--- src/design/chain_frontend_pkg.sv ---
// Shared constants and types for the serial port chain front end
package chain_frontend_pkg;
    localparam int unsigned CLK_PERIOD_NS  = 10;
    localparam int unsigned HALF_LONG_NS   = 150;
    localparam int unsigned HALF_SHORT_NS  = 50;
    // Least times: round up to whole cycles
    localparam int unsigned HALF_LONG_CYC  = (HALF_LONG_NS + CLK_PERIOD_NS - 1) / CLK_PERIOD_NS;
    localparam int unsigned HALF_SHORT_CYC = (HALF_SHORT_NS + CLK_PERIOD_NS - 1) / CLK_PERIOD_NS;
    // First-level length at or above this is a long pulse
    localparam int unsigned LONG_SPLIT_CYC = (HALF_LONG_CYC + HALF_SHORT_CYC) / 2;
    localparam int unsigned CNT_W          = 5;
    localparam int unsigned ADDR_W         = 4;
    localparam int unsigned BITCNT_W       = 8;
    localparam int unsigned SYNC_W         = 13;
    // Positions in the synchronised pin vector
    localparam int unsigned SP_ISO   = 0;
    localparam int unsigned SP_CHAIN = 1;
    localparam int unsigned SP_CSB   = 2;
    localparam int unsigned SP_SCK   = 3;
    localparam int unsigned SP_SDI   = 4;
    localparam int unsigned SP_APOS  = 5;
    localparam int unsigned SP_ANEG  = 6;
    localparam int unsigned SP_BPOS  = 7;
    localparam int unsigned SP_BNEG  = 8;
    localparam int unsigned SP_ADDR  = 9;
    // Values after reset
    localparam logic [SYNC_W-1:0] SYNC_RST = 13'h001c;
    localparam logic [CNT_W-1:0]  CNT_RST  = 5'h00;

    typedef enum logic [1:0] {TX_IDLE, TX_FIRST, TX_SECOND} tx_state_t;
    typedef enum logic [1:0] {RX_IDLE, RX_FIRST, RX_TAIL} rx_state_t;
    typedef enum logic {LINK_READY, LINK_ACTIVE} link_state_t;
endpackage

--- src/design/pulse_tx_if.sv ---
// Request carrier between the link control and one pulse transmitter
`timescale 1ns/1ps
interface pulse_tx_if;
    logic req;
    logic is_long;
    logic is_neg;
    logic busy;
    modport src (output req, output is_long, output is_neg, input busy);
    modport drv (input req, input is_long, input is_neg, output busy);
endinterface

--- src/design/pulse_tx.sv ---
// Two-level differential pulse transmitter
`timescale 1ns/1ps
module pulse_tx
    import chain_frontend_pkg::*;
(
    input  wire logic   clock_in,
    input  wire logic   sys_rst_in,
    input  wire logic   clk_en_in,
    pulse_tx_if.drv     tx,
    output logic        pos_out,
    output logic        neg_out
);
    tx_state_t        state_reg;
    logic [CNT_W-1:0] cnt_reg;
    logic [CNT_W-1:0] half_reg;
    logic             first_neg_reg;
    logic [CNT_W-1:0] half_sel;

    // Half-pulse length for the new request
    assign half_sel = tx.is_long ? CNT_W'(HALF_LONG_CYC - 1) : CNT_W'(HALF_SHORT_CYC - 1);
    assign tx.busy  = (state_reg != TX_IDLE);

    // First level, opposite level, then back to zero
    always_ff @(posedge clock_in) begin
        if (sys_rst_in) begin
            state_reg     <= TX_IDLE;
            cnt_reg       <= CNT_RST;
            half_reg      <= CNT_RST;
            first_neg_reg <= 1'b0;
            pos_out       <= 1'b0;
            neg_out       <= 1'b0;
        end else if (clk_en_in) begin
            unique case (state_reg)
                TX_IDLE: begin
                    if (tx.req) begin
                        state_reg     <= TX_FIRST;
                        cnt_reg       <= half_sel;
                        half_reg      <= half_sel;
                        first_neg_reg <= tx.is_neg;
                        pos_out       <= !tx.is_neg;
                        neg_out       <= tx.is_neg;
                    end
                end
                TX_FIRST: begin
                    if (cnt_reg == CNT_RST) begin
                        state_reg <= TX_SECOND;
                        cnt_reg   <= half_reg;
                        pos_out   <= first_neg_reg;
                        neg_out   <= !first_neg_reg;
                    end else begin
                        cnt_reg <= cnt_reg - 1'b1;
                    end
                end
                TX_SECOND: begin
                    if (cnt_reg == CNT_RST) begin
                        state_reg <= TX_IDLE;
                        pos_out   <= 1'b0;
                        neg_out   <= 1'b0;
                    end else begin
                        cnt_reg <= cnt_reg - 1'b1;
                    end
                end
            endcase
        end
    end
endmodule

--- src/design/serial_port_chain_frontend.sv ---
// Serial port front end: SPI or pulse link on port A, chain relay to port B
// Operation
// [RULE_01] Interface strap low gives a 4-wire SPI slave on port A, high a pulse link.
// [RULE_02] Topology strap high gives a two-port daisy chain, low a parallel addressed bus.
// [RULE_03] In parallel mode the port B pins are strapped to rails and give the bus address.
// [RULE_04] The SPI port uses phase 1 polarity 1 and samples data on rising clock.
// [RULE_05] The SPI controller keeps its bit rate at or below one megabit per second.
// [RULE_06] Serial data out is only ever driven low and relies on an outside pull-up.
// [RULE_07] In chain mode port B is always a pulse link.
// [RULE_08] In chain mode with SPI on port A, A is slave and B is master.
// [RULE_09] With SPI in a chain the host starts on port A of the first device.
// [RULE_10] In chain mode with pulse port A, the starting port becomes slave.
// [RULE_11] In parallel mode only port A is used, as SPI or pulse link.
// [RULE_12] The pulse link carries select, clock and data as encoded pulses.
// [RULE_13] The master port sends long for select changes and short for data bits.
// [RULE_14] A slave port only returns short -1 for a read 0; silence means 1.
// [RULE_15] In ready state a long -1 on a port makes it slave and the other master.
// [RULE_16] The SPI slave ignores clocks while select is high and clears its bit count on select fall.
// [RULE_17] Straps are sampled and held, never changing mid transaction.
`timescale 1ns/1ps
module serial_port_chain_frontend
    import chain_frontend_pkg::*;
(
    input  wire logic                clock_in,
    input  wire logic                sys_rst_in,
    input  wire logic                clk_en_in,
    input  wire logic                port_a_interface_select_in,
    input  wire logic                chain_topology_select_in,
    input  wire logic                spi_csb_in,
    input  wire logic                spi_sck_in,
    input  wire logic                spi_sdi_in,
    output logic                     spi_sdo_out,
    output logic                     spi_sdo_oe_out,
    input  wire logic                port_a_rx_pos_in,
    input  wire logic                port_a_rx_neg_in,
    output logic                     port_a_tx_pos_out,
    output logic                     port_a_tx_neg_out,
    input  wire logic                port_b_rx_pos_in,
    input  wire logic                port_b_rx_neg_in,
    output logic                     port_b_tx_pos_out,
    output logic                     port_b_tx_neg_out,
    input  wire logic [ADDR_W-1:0]   port_b_strap_in,
    input  wire logic                core_read_valid_in,
    input  wire logic                core_read_bit_in,
    output logic                     core_csb_out,
    output logic                     core_sck_out,
    output logic                     core_sdi_out,
    output logic [BITCNT_W-1:0]      bit_count_out,
    output logic [ADDR_W-1:0]        device_address_out,
    output logic                     chain_mode_out,
    output logic                     iso_mode_out,
    output logic                     slave_is_b_out,
    output logic                     active_out
);
    logic [SYNC_W-1:0] meta_reg;
    logic [SYNC_W-1:0] sync_reg;
    logic              csb_prev_reg;
    logic              sck_prev_reg;
    link_state_t       state_reg;
    logic              resp_zero_reg;

    // Pulse receivers, index 0 is port A, 1 is port B
    rx_state_t         rx_state_reg [2];
    logic [CNT_W-1:0]  rx_cnt_reg   [2];
    logic              rx_neg_reg   [2];
    logic              rx_ev_reg    [2];
    logic              rx_long_reg  [2];
    logic              rx_evneg_reg [2];
    logic [1:0]        rx_pos;
    logic [1:0]        rx_neg;

    pulse_tx_if tx_a ();
    pulse_tx_if tx_b ();

    // Every pin and strap passes two flip-flops
    always_ff @(posedge clock_in) begin
        if (sys_rst_in) begin
            meta_reg <= SYNC_RST;
            sync_reg <= SYNC_RST;
        end else if (clk_en_in) begin
            meta_reg <= {port_b_strap_in, port_b_rx_neg_in, port_b_rx_pos_in,
                         port_a_rx_neg_in, port_a_rx_pos_in, spi_sdi_in, spi_sck_in,
                         spi_csb_in, chain_topology_select_in, port_a_interface_select_in};
            sync_reg <= meta_reg;
        end
    end

    assign rx_pos = {sync_reg[SP_BPOS], sync_reg[SP_APOS]};
    assign rx_neg = {sync_reg[SP_BNEG], sync_reg[SP_ANEG]};

    // Pulse type from sign and length of the first level
    generate
        for (genvar p = 0; p < 2; p++) begin : g_rx
            always_ff @(posedge clock_in) begin
                if (sys_rst_in) begin
                    rx_state_reg[p] <= RX_IDLE;
                    rx_cnt_reg[p]   <= CNT_RST;
                    rx_neg_reg[p]   <= 1'b0;
                    rx_ev_reg[p]    <= 1'b0;
                    rx_long_reg[p]  <= 1'b0;
                    rx_evneg_reg[p] <= 1'b0;
                end else if (clk_en_in) begin
                    rx_ev_reg[p] <= 1'b0;
                    unique case (rx_state_reg[p])
                        RX_IDLE: begin
                            if (rx_pos[p] != rx_neg[p]) begin
                                rx_state_reg[p] <= RX_FIRST;
                                rx_neg_reg[p]   <= rx_neg[p];
                                rx_cnt_reg[p]   <= CNT_W'(1);
                            end
                        end
                        RX_FIRST: begin
                            if ((rx_neg_reg[p] ? rx_neg[p] : rx_pos[p])) begin
                                if (rx_cnt_reg[p] != {CNT_W{1'b1}}) begin
                                    rx_cnt_reg[p] <= rx_cnt_reg[p] + 1'b1;
                                end
                            end else begin
                                rx_state_reg[p] <= RX_TAIL;
                                rx_ev_reg[p]    <= 1'b1;
                                rx_evneg_reg[p] <= rx_neg_reg[p];
                                rx_long_reg[p]  <= (rx_cnt_reg[p] >= CNT_W'(LONG_SPLIT_CYC));
                            end
                        end
                        RX_TAIL: begin
                            if (!rx_pos[p] && !rx_neg[p]) begin
                                rx_state_reg[p] <= RX_IDLE;
                            end
                        end
                        default: rx_state_reg[p] <= RX_IDLE;
                    endcase
                end
            end
        end
    endgenerate

    // Decoded events
    wire idle_ready = (state_reg == LINK_READY);
    wire csb_s      = sync_reg[SP_CSB];
    wire sck_s      = sync_reg[SP_SCK];
    // [RULE_01] interface select
    wire spi_mode   = !iso_mode_out;
    // [RULE_16] clocks gated by select
    wire spi_fall   = spi_mode && csb_prev_reg && !csb_s;
    wire spi_rise   = spi_mode && !csb_prev_reg && csb_s;
    wire spi_clk    = spi_mode && !csb_s && !sck_prev_reg && sck_s;
    wire spi_sckf   = spi_mode && !csb_s && sck_prev_reg && !sck_s;
    // [RULE_15] long -1 claims slave role
    wire a_start    = iso_mode_out && idle_ready && rx_ev_reg[0] && rx_long_reg[0]
                      && rx_evneg_reg[0];
    // [RULE_10] port B may start only with pulse port A in a chain
    // [RULE_11] parallel mode watches port A only
    wire b_start    = iso_mode_out && chain_mode_out && idle_ready && !a_start
                      && rx_ev_reg[1] && rx_long_reg[1] && rx_evneg_reg[1];
    wire sl_ev      = slave_is_b_out ? rx_ev_reg[1] : rx_ev_reg[0];
    wire sl_long    = slave_is_b_out ? rx_long_reg[1] : rx_long_reg[0];
    wire sl_neg     = slave_is_b_out ? rx_evneg_reg[1] : rx_evneg_reg[0];
    wire ms_ev      = slave_is_b_out ? rx_ev_reg[0] : rx_ev_reg[1];
    wire ms_long    = slave_is_b_out ? rx_long_reg[0] : rx_long_reg[1];
    wire ms_neg     = slave_is_b_out ? rx_evneg_reg[0] : rx_evneg_reg[1];
    // [RULE_12] pulses stand for select, clock and data
    wire iso_act    = iso_mode_out && active_out && sl_ev;
    wire ev_fall    = spi_fall || a_start || b_start;
    wire ev_rise    = spi_rise || (iso_act && sl_long && !sl_neg);
    wire ev_clk     = spi_clk || (iso_act && !sl_long);
    wire ev_data    = spi_mode ? sync_reg[SP_SDI] : !sl_neg;
    // [RULE_14] downstream short -1 means a 0 bit
    wire ms_zero    = chain_mode_out && active_out && ms_ev && !ms_long && ms_neg;
    wire read_zero  = core_read_valid_in && !core_read_bit_in;
    wire new_slave_b = b_start;

    // [RULE_13] master port encoding
    wire fwd        = chain_mode_out && (ev_fall || ev_rise || ev_clk);
    wire fwd_long   = !ev_clk;
    wire fwd_neg    = ev_fall || (ev_clk && !ev_data);
    wire fwd_to_b   = !(ev_fall ? new_slave_b : slave_is_b_out);
    // [RULE_14] slave replies only short -1
    wire ret        = iso_mode_out && ((ev_clk && read_zero) || ms_zero);

    // [RULE_07] port B always pulse, driven only in chain mode
    assign tx_b.req     = (fwd && fwd_to_b) || (ret && slave_is_b_out);
    assign tx_b.is_long = fwd && fwd_to_b && fwd_long;
    assign tx_b.is_neg  = (fwd && fwd_to_b) ? fwd_neg : 1'b1;
    assign tx_a.req     = (fwd && !fwd_to_b) || (ret && !slave_is_b_out);
    assign tx_a.is_long = fwd && !fwd_to_b && fwd_long;
    assign tx_a.is_neg  = (fwd && !fwd_to_b) ? fwd_neg : 1'b1;

    pulse_tx u_tx_a (
        .clock_in   (clock_in),
        .sys_rst_in (sys_rst_in),
        .clk_en_in  (clk_en_in),
        .tx         (tx_a),
        .pos_out    (port_a_tx_pos_out),
        .neg_out    (port_a_tx_neg_out)
    );

    pulse_tx u_tx_b (
        .clock_in   (clock_in),
        .sys_rst_in (sys_rst_in),
        .clk_en_in  (clk_en_in),
        .tx         (tx_b),
        .pos_out    (port_b_tx_pos_out),
        .neg_out    (port_b_tx_neg_out)
    );

    // Link state, roles, straps and internal SPI drive
    always_ff @(posedge clock_in) begin
        if (sys_rst_in) begin
            state_reg          <= LINK_READY;
            active_out         <= 1'b0;
            slave_is_b_out     <= 1'b0;
            chain_mode_out     <= 1'b0;
            iso_mode_out       <= 1'b0;
            device_address_out <= '0;
            csb_prev_reg       <= 1'b1;
            sck_prev_reg       <= 1'b1;
            core_csb_out       <= 1'b1;
            core_sck_out       <= 1'b0;
            core_sdi_out       <= 1'b0;
            bit_count_out      <= '0;
            resp_zero_reg      <= 1'b0;
            spi_sdo_oe_out     <= 1'b0;
            spi_sdo_out        <= 1'b0;
        end else if (clk_en_in) begin
            csb_prev_reg <= csb_s;
            sck_prev_reg <= sck_s;
            core_sck_out <= ev_clk;
            // [RULE_17] straps follow the pins only while idle
            if (idle_ready && !ev_fall) begin
                // [RULE_02] topology select
                chain_mode_out <= sync_reg[SP_CHAIN];
                iso_mode_out   <= sync_reg[SP_ISO];
                // [RULE_08] SPI port A leaves port B master
                if (!sync_reg[SP_ISO]) begin
                    slave_is_b_out <= 1'b0;
                end
                // [RULE_03] address from port B straps
                if (!sync_reg[SP_CHAIN]) begin
                    device_address_out <= sync_reg[SP_ADDR +: ADDR_W];
                end
            end
            if (ev_fall) begin
                state_reg      <= LINK_ACTIVE;
                active_out     <= 1'b1;
                // [RULE_08] SPI port A is always slave
                slave_is_b_out <= new_slave_b;
                core_csb_out   <= 1'b0;
                // [RULE_16] bit count clears on select fall
                bit_count_out  <= '0;
            end else if (ev_rise) begin
                state_reg      <= LINK_READY;
                active_out     <= 1'b0;
                core_csb_out   <= 1'b1;
            end
            // [RULE_04] data taken on rising clock
            if (ev_clk) begin
                core_sdi_out  <= ev_data;
                bit_count_out <= bit_count_out + 1'b1;
            end
            // Downstream zero held until next falling clock; set wins
            if (ms_zero && spi_mode) begin
                resp_zero_reg <= 1'b1;
            end else if (spi_sckf || spi_rise) begin
                resp_zero_reg <= 1'b0;
            end
            // [RULE_06] open-drain data out, low only
            if (spi_rise || !spi_mode) begin
                spi_sdo_oe_out <= 1'b0;
            end else if (spi_sckf) begin
                spi_sdo_oe_out <= read_zero || resp_zero_reg;
            end
        end
    end
endmodule

--- config.mk ---
export PLATFORM = sky130hd
export DESIGN_NAME = serial_port_chain_frontend
export DESIGN_NICKNAME = d
export VERILOG_FILES = /design/src/design/chain_frontend_pkg.sv /design/src/design/pulse_tx_if.sv /design/src/design/pulse_tx.sv /design/src/design/serial_port_chain_frontend.sv
export SDC_FILE = /design/constraint.sdc
export NUM_CORES = 1
export LEC_CHECK = 0
export ABC_CLOCK_PERIOD_IN_PS = 2100
export BUFFER_PORTS_ARGS = -buffer_cell sky130_fd_sc_hd__buf_2
export CAP_MARGIN = 0
export CORE_MARGIN = 3
export CORE_UTILIZATION = 54
export DETAILED_ROUTE_END_ITERATION = 7
export PLACE_DENSITY = 0.76
export SKIP_LAST_GASP = 1
export SYNTH_ARGS = -nofsm -noshare
export SYNTH_HDL_FRONTEND = slang
export SYNTH_SLANG_ARGS = --single-unit
--- constraint.sdc ---
create_clock -name clock_in -period 2.1 [get_ports clock_in]
set_input_delay 0.315 -clock clock_in [delete_from_list [all_inputs] [get_ports clock_in]]
set_output_delay 0.315 -clock clock_in [all_outputs]
set_load 0.05 [all_outputs]
# After elaboration in Yosys (flattened, before gate mapping)
# Memory sizes are Yosys's and may differ from the RTL's.
# Cells that the tools add are included.
# word_totals
out_inout_bits	25
regBits	79
ram_bits	22
mem_count	6
# memory_table
name	words	word_bits	read_ports	rd_clocked_by_memory_dff	wr	line	rtl
rx_cnt_reg	2	5	2	0	2	serial_port_chain_frontend.sv:64	logic [CNT_W-1:0] rx_cnt_reg [2];
rx_state_reg	2	2	2	0	2	serial_port_chain_frontend.sv:63	rx_state_t rx_state_reg [2];
rx_ev_reg	2	1	2	0	2	serial_port_chain_frontend.sv:66	logic rx_ev_reg [2];
rx_evneg_reg	2	1	2	0	2	serial_port_chain_frontend.sv:68	logic rx_evneg_reg [2];
rx_long_reg	2	1	2	0	2	serial_port_chain_frontend.sv:67	logic rx_long_reg [2];
rx_neg_reg	2	1	2	0	2	serial_port_chain_frontend.sv:65	logic rx_neg_reg [2];
# op_classes
muxes	134
bitwise_logic	24
addsub	5
n_reduce_logical	106
order_cmp	2
eq_ne	21
# op_table
cell	n
two-way mux 1 bit	98
two-way mux 5 bit	10
logical AND 1 bit	43
case mux 5 bit (3 select lines)	2
two-way mux 2 bit	14
logical NOT 1 bit	23
OR 1 bit	22
AND reduction 3 bit	6
two-way mux 8 bit	2
logical OR 1 bit	13
case mux 1 bit (3 select lines)	4
case mux 2 bit (3 select lines)	2
AND reduction 2 bit	6
adder 5 x 1 -> 5 bit, second input constant	2
greater-or-equal comparator 5 x 4 -> 1 bit, second input constant	2
logical NOT 5 bit	2
!= test 2 x 1 -> 1 bit, second input constant	5
!= test 5 bit, second input constant	2
nonzero test 2 bit	5
subtractor 5 x 1 -> 5 bit, second input constant	2
adder 8 x 1 -> 8 bit, second input constant	1
== test 2 x 1 -> 1 bit, second input constant	4
== test 2 bit, second input constant	4
logical NOT 2 bit	4
other kinds (6)	14

# Longest topological paths before layout
# Gate-level depths: netlist (run 1).
# depth
ltp_word	19
ltp_mapped	8

# Modules after synthesis
# From an unflattened synthesis (run 1), not the netlist that was laid out.
# hier_totals
hier_cells	497
area_unflattened_um2	4718.3
# modules_own_cells
module	instances	area_per_inst_um2	seq_area_each_um2	cells_each
serial_port_chain_frontend	1	3367.0	1641.6	337
pulse_tx	2	675.6	240.2	80

# Worst setup path after synthesis (run 1)
# No wires, ideal clock.
# synth_path
path_type	flip-flop to flip-flop
startpoint	register state_reg
endpoint	register u_tx_a.neg_out
path_stages_with_launch	8
synth_period_minus_slack_ns	2.502
t_arrival_ns	2.367
setup_ns	0.135
n_path_buf	1
path_slack_ns	-0.402
cell_sequence	dfxtp_1 buf_2 nand2_1 or4_4 a211o_1 o211ai_2 and2_4 a311oi_2
# synth_via
elab_chain_cells	18
elab_cells_between_ends	41
cone_classes	eq/ne (1); mux (4); bitwise (1); reduce/logical (35)
# synth_rtl
item	line	rtl
start: declaration	serial_port_chain_frontend.sv:59	link_state_t state_reg;
start signal: assignment	serial_port_chain_frontend.sv:208	state_reg <= LINK_READY;
start signal: assignment	serial_port_chain_frontend.sv:242	state_reg <= LINK_ACTIVE;
start signal: assignment	serial_port_chain_frontend.sv:250	state_reg <= LINK_READY;
NOT 1 bit	serial_port_chain_frontend.sv:137	wire idle_ready = (state_reg == LINK_READY);
logical AND 1 bit (3 in series)	serial_port_chain_frontend.sv:148	wire a_start = iso_mode_out && idle_ready && rx_ev_reg[0] && rx_long_reg[0]
logical AND 1 bit	serial_port_chain_frontend.sv:149	&& rx_evneg_reg[0];
logical NOT 1 bit	serial_port_chain_frontend.sv:152	wire b_start = iso_mode_out && chain_mode_out && idle_ready && !a_start
logical AND 1 bit	serial_port_chain_frontend.sv:152	
logical AND 1 bit (3 in series)	serial_port_chain_frontend.sv:153	&& rx_ev_reg[1] && rx_long_reg[1] && rx_evneg_reg[1];
logical OR 1 bit	serial_port_chain_frontend.sv:162	wire ev_fall = spi_fall || a_start || b_start;
logical OR 1 bit (2 in series)	serial_port_chain_frontend.sv:172	wire fwd = chain_mode_out && (ev_fall || ev_rise || ev_clk);
logical AND 1 bit	serial_port_chain_frontend.sv:172	
logical AND 1 bit	serial_port_chain_frontend.sv:183, serial_port_chain_frontend.sv:185	
two-way mux 1 bit / logical OR 1 bit (equally long branches)	serial_port_chain_frontend.sv:185, serial_port_chain_frontend.sv:183	
two-way mux 1 bit / != test 2 bit (equally long branches)	n/a	
case mux 1 bit (3 select lines) / AND reduction 4 bit (equally long branches)	n/a	
end signal: assignment	pulse_tx.sv:41	neg_out <= tx.is_neg;
end signal: assignment	pulse_tx.sv:49	neg_out <= !first_neg_reg;
end: declaration	pulse_tx.sv:11	output logic neg_out
# Parallel ways exist; a longest one is shown, timed or not. The select of a mux whose other input is x is not followed.
# A chain may end at the register's enable or synchronous reset.

==> results of run 1 <==
cell families after synthesis:
| family | synth area share (%) |
|---|---|
| and+or+nand+nor | 22.32 |
| AOI/OAI and AO/OA | 15.60 |
| DFF | 42.87 |
| buffers and inverters | 4.424 |
| muxes | 8.923 |
| adders and majority gates | 4.550 |
| xor gates and xnor gates | 1.239 |
| other | 0.07576 |
repair_timing:
action | in CTS | in global routing
gates resized for setup | 2 | 23
buffers inserted | 1 | 7
pin swaps | 0 | 5
setup endpoints to repair | 4 | 27
synth_stat cells (3+ instances only):
library cell  count  share of area, %
a211oi_1          5              0.76
a211oi_2          3              0.76
a21oi_1          29               2.9
and2_1            4              0.51
and3_1           10               1.3
buf_1             7              0.53
buf_4             3              0.45
clkbuf_1         17               1.3
dfxtp_1          73                30
edfxtp_1         22                13
ha_1             18               4.6
inv_1            27               2.0
mux2i_1          39               7.9
nand2_1          44               3.3
nand2b_1         10               1.3
nand3_1          15               1.5
nand3b_1          7               1.1
nand4_1           4              0.51
nor2_1           64               4.9
nor2b_1           7              0.88
nor3_1           10               1.0
nor3b_1           4              0.61
nor4b_1           3              0.53
o2111ai_1         3              0.53
o211ai_1          5              0.76
o21a_1            3              0.45
o21ai_0          25               2.5
o31a_1            3              0.53
o31ai_1           6              0.91
or3_1             5              0.63
xnor2_1           4              0.71
xor2_1            3              0.53
worst paths after layout:
| check | startpoint | to | slack (ns) | cells past startpoint |
|---|---|---|---|---|
| max | rx_ev_reg[1] | u_tx_a.cnt_reg[1] | -0.04 | 9 |
| min | spi_csb_in | meta_reg[2] | 0.16 | 3 |
| max reg2reg | rx_ev_reg[1] | u_tx_a.cnt_reg[1] | -0.04 | 9 |
| min reg2reg | u_tx_b.cnt_reg[4] | u_tx_b.cnt_reg[4] | 0.45 | 2 |
stage by stage:
stage / setup slack, ns / util [%]
2_1_floorplan: -0.07661 / -
3_3_place_gp: 0.01494 / 61.40
3_5_place_dp: 0.01268 / 61.40
4_1_cts: -0.01110 / 63.91
5_1_grt: -0.1688 / 65.84
6_report: -0.03778 / 65.84
where the power goes:
part / internal (mW) / switching (mW) / total [mW] / leakage, nW
sequential: 1.92 / 0.0386 / 1.96 / 0.825
combinational: 0.113 / 0.168 / 0.281 / 1.45
clock: 0.533 / 0.716 / 1.25 / 0.108
total: 2.56 / 0.923 / 3.49 / 2.38
worst reg2reg max path, cell delays in order (launching register included):
cell and delay [ns]:
edfxtp_1 0.44, mux2i_2 0.25, buf_4 0.15, buf_4 0.11, a211oi_2 0.05, buf_4 0.15, nor4_2 0.41, o31a_1 0.24
nor4_2 0.06, a31o_1 0.17
area by class of cell:
class                      instances  share of cell area, %
multi-input combinational        389                  47.17
sequential                        95                  36.84
timing repair buffer              76                  8.351
clock buffer                      10                  2.568
tap                              108                  2.331
inverter                          27                  1.748
clock inverter                     6                 0.9927
routing by layer:
| layer | vias up | wire length (um) | share of wire [%] | track usage, % |
|---|---|---|---|---|
| li1 | 2047 | - | - | - |
| met1 | 1936 | 4829 | 44 | 27.10 |
| met3 | 13 | 429 | 3.9 | 4.545 |
| met2 | 79 | 5458 | 50 | 36.72 |
| met5 | - | 0 | 0 | 0 |
| met4 | 0 | 175 | 1.6 | 7.157 |
==> impl_metrics.py, run 1 <==
metrics = {
    "sta": {
        "setup_violations": 3,
        "fin_ws_ns": -0.03778,
        "max_freq_mhz": 467.8,
        "slew_headroom_pct": 63.01,
        "fin_skew_ns": 0.01134,
        "tns_ns": -0.07565,
        "tightest_slew_ns": 0.5472,
        "drv_slew": 0,
        "hold_viol": 0,
        "period_needed_ns": 2.138,
        "post-route-period-util_pct": 101.8,
        "hold-worst-slack_ns": 0.1551,
        "rsz0062_at_grt": "yes",
    },
    "finish": {
        "final_cell_count_no_fill": 711,
        "antenna_cells": 0,
        "seq_area_mm2": 0.002136,
        "area_growth_pct": 17.14,
        "multi_input_area_mm2": 0.002735,
        "final_layout_size_suffix_gt1_share_pct": 23.38,
        "final_common_cell": "dfxtp_1",
        "n_fill_cell": 702,
        "finalNetCount": 634,
        "design_area_mm2": 0.005798,
        "mostFrequentLayoutCells": "dfxtp_1, nor2_1, nand2_1, buf_2, mux2i_1",
    },
    "place": {
        "dpl.hpwl_um": 7733,
        "io_buffer_count": 41,
        "globalplace.congestion": 0.9025,
        "placed_area_mm2": 0.005406,
        "placed_cells": 687,
    },
    "routing": {
        "drt-initial-drc-count": 233,
        "drt_wl_total_um": 10890,
        "viasPerCell": 5.731,
        "dr_total_vias": 4075,
        "post-route-drc-count": 0,
        "wl_per_cell_um": 15.32,
        "ant_nets": 0,
        "drtPass1Iterations": 6,
    },
    "clocking": {
        "cts_tree": "yes",
        "cts_hold_buf": 0,
        "clkLatencyLatePin_ns": 0.37,
        "cts.sinks": 95,
        "clockRootBuffer": "clkbuf_8",
        "cts_buffer_depth": 2,
        "cts_buffers": 9,
        "clk_pin_slew_worst_paths_ns": 0.10,
        "htreeDepth": 3,
    },
    "status": {
        "outcome": "finished, violations left",
        "violations": "negative setup slack",
    },
    "worst_setup_path": {
        "crit_chain": "mux2i_2 -> buf_4 -> buf_4 -> a211oi_2 -> buf_4 -> nor4_2 -> o31a_1 -> nor4_2 -> a31o_1",
        "cp_slowest_cell": "edfxtp_1",
        "worst-path-buf-inv": 3,
        "crit_fanout": 3,
        "critical_path.startpoint_type": "flop",
        "critPathKind": "reg2reg",
        "crit_top_cell": "buf_4",
        "slowest_delay_ns": 0.44,
        "cp-end-kind": "flop",
        "required_ns": 2.37,
        "worstPathArrival_ns": 2.41,
        "timing.critical_path.max_delay_family": "simple AND/OR/NAND/NOR gates",
    },
    "logic_synthesis": {
        "synth_seq_cells": 95,
        "syn_area_per_cell_um2": 9.183,
        "ys_types": 76,
        "yosysWarnings": 0,
        "synth_cells": 539,
        "async_flop_share_pct": 0,
        "synth-edff-count": 22,
        "synthesis.area_mm2": 0.004950,
        "ys_seq_area_share_pct": 42.87,
        "synth_nets": 575,
        "ys.flop_type": "dfxtp_1",
    },
    "floorplanning": {
        "fp.dieH_um": 101.7,
        "die_x_um": 101.7,
        "io_pins": 43,
        "rows": 34,
        "design.core.area_mm2": 0.008806,
        "start_util_pct": 56.21,
        "die_area_mm2": 0.01035,
    },
    "global_route": {
        "antenna_found_initial": 0,
        "grt_max_degree": 63,
        "grt_overflow_total": 0,
        "grt_use_total_pct": 21.50,
        "grt_pass1_vias": 3906,
        "grt_first_pass_wirelength_um": 17820,
    },
    "power": {
        "powerDensity_mw_per_mm2": 601.1,
        "irDropWorstVdd_mv": 0.4335,
        "totalPowerFinal_mw": 3.485,
        "p_leak_nw": 2.379,
    },
    "run": {
        "cap_viol_max_count": 0,
    },
    "min_path": {
        "hold_class": "in2reg",
    },
}
Note: power is estimated with default switching activity, not from simulation.
==> run 2, diff against run 1 <==
--- a/config.mk
+++ b/config.mk
@@ -8,7 +8,6 @@
 export ABC_CLOCK_PERIOD_IN_PS = 2100
 export BUFFER_PORTS_ARGS = -buffer_cell sky130_fd_sc_hd__buf_2
 export CAP_MARGIN = 0
-export CORE_MARGIN = 3
 export CORE_UTILIZATION = 54
 export DETAILED_ROUTE_END_ITERATION = 7
 export PLACE_DENSITY = 0.76
==> impl_metrics.py, run 2 (synthesized netlist as in run 1, its figures left out) <==
metrics = {
    "status": {
        "outcome": "finished, violations left",
        "violations": "design-rule violations, negative setup slack",
    },
    "worst_setup_path": {
        "cp_slowest_cell": "edfxtp_1",
        "critical_path.startpoint_type": "flop",
        "worstPathArrival_ns": 2.43,
        "cp-end-kind": "flop",
        "reg2reg_setup_slack_ns": -0.06,
        "timing.critical_path.max_delay_family": "compound AO/OA/AOI/OAI gates",
        "crit_fanout": 7,
        "worst-path-buf-inv": 3,
        "slowest_delay_ns": 0.41,
        "crit_chain": "buf_4 -> and3b_2 -> nor4_4 -> buf_4 -> nor4_4 -> buf_4 -> o211ai_4 -> o211ai_1 -> a32o_1",
        "required_ns": 2.36,
        "crit_top_cell": "buf_4",
        "critPathKind": "reg2reg",
    },
    "routing": {
        "viasPerCell": 5.843,
        "drt-initial-drc-count": 177,
        "ant_nets": 0,
        "drt_wl_total_um": 11250,
        "wl_per_cell_um": 15.65,
        "post-route-drc-count": 2,
        "drtPass1Iterations": 7,
        "dr_total_vias": 4201,
    },
    "sta": {
        "hold-worst-slack_ns": 0.1447,
        "period_needed_ns": 2.164,
        "max_freq_mhz": 462.1,
        "hold_viol": 0,
        "post-route-period-util_pct": 103.0,
        "rsz0062_at_grt": "yes",
        "slew_headroom_pct": 59.40,
        "drv_slew": 0,
        "setup_violations": 14,
        "fin_skew_ns": 0.01614,
        "fin_ws_ns": -0.06400,
        "tightest_slew_ns": 0.6006,
    },
    "finish": {
        "seq_area_mm2": 0.002135,
        "final_layout_size_suffix_gt1_share_pct": 25.70,
        "n_fill_cell": 710,
        "final_common_cell": "dfxtp_1",
        "multi_input_area_mm2": 0.002805,
        "design_area_mm2": 0.005946,
        "area_growth_pct": 20.12,
        "finalNetCount": 642,
        "antenna_cells": 0,
        "mostFrequentLayoutCells": "dfxtp_1, nor2_1, nand2_1, buf_2, mux2i_1",
    },
    "global_route": {
        "grt_max_degree": 48,
        "grt_use_total_pct": 23.57,
        "grt_first_pass_wirelength_um": 18240,
        "grt_overflow_total": 0,
        "antenna_found_initial": 0,
        "grt_pass1_vias": 4000,
    },
    "run": {
        "cap_viol_max_count": 0,
    },
    "power": {
        "irDropWorstVdd_mv": 0.4635,
        "p_leak_nw": 2.421,
        "totalPowerFinal_mw": 3.470,
        "powerDensity_mw_per_mm2": 583.6,
    },
    "clocking": {
        "cts_buffer_depth": 2,
        "cts_buffers": 9,
        "htreeDepth": 3,
        "cts_hold_buf": 0,
        "clockRootBuffer": "clkbuf_8",
        "cts_tree": "yes",
        "clkLatencyLatePin_ns": 0.37,
        "cts.sinks": 95,
        "clk_pin_slew_worst_paths_ns": 0.11,
    },
    "floorplanning": {
        "design.core.area_mm2": 0.008806,
        "die_area_mm2": 0.009553,
        "rows": 34,
        "start_util_pct": 56.21,
        "fp.dieH_um": 97.74,
        "die_x_um": 97.74,
        "io_pins": 43,
    },
    "place": {
        "globalplace.congestion": 0.9929,
        "io_buffer_count": 41,
        "placed_area_mm2": 0.005414,
        "dpl.hpwl_um": 7795,
    },
    "min_path": {
        "hold_class": "in2reg",
    },
}
## run 2: final cells by class
cell class              count  area share (%)
clock inverters             7           1.452
well taps                 108           2.273
inverters                  27           1.705
multi-input cells         389           47.18
flip-flops and latches     95           35.90
clock buffers               9           2.083
repair buffers             84           9.407
## run 2: worst min-delay path: cells and delay by family
family        cells  cell delay (ns)
mux               1             0.05
buf+inv           1             0.07
simple gates      1             0.06
## run 2: through the flow
stage / cells / utilization, % / TNS [ns] / setup slack, ns
floorplan: 539 / - / -0.3942 / -0.07661
global placement: 688 / 61.48 / 0 / 0.01828
detailed placement: 688 / 61.48 / -0.06394 / -0.02451
global route: 719 / 67.52 / -1.913 / -0.1397
finish: 719 / 67.52 / -0.4207 / -0.06400
CTS: 714 / 65.84 / -0.02088 / -0.01665
## run 2: routing by layer
metal / vias to the layer above / global-route usage, % / routed length, um
met4: 0 / 9.441 / 347
li1: 2066 / - / -
met3: 25 / 4.653 / 406
met2: 87 / 41.41 / 5651
met1: 2023 / 28.39 / 4847
met5: - / 0 / 0
## run 2: timing repair
action | in CTS | in global routing
cloned | 0 | 0
buffers inserted | 11 | 8
resized for setup | 18 | 25
pin swaps | 9 | 12
setup endpoints to repair | 8 | 36
## run 2: final timing paths
path,end,from,cells after the start
worst max register to register,u_tx_b.cnt_reg[2],rx_long_reg[0],9
worst max-delay path,u_tx_b.cnt_reg[2],rx_long_reg[0],9
worst min register to register,u_tx_b.cnt_reg[4],u_tx_b.cnt_reg[4],2
worst min-delay path,meta_reg[2],spi_csb_in,3
## run 2: report_power, final
part	total (mW)	switching, mW	leakage (nW)	internal, mW
Combinational	0.296	0.174	1.49	0.121
Sequential	1.96	0.0385	0.826	1.92
Clock	1.22	0.742	0.104	0.477
Total	3.47	0.955	2.42	2.51
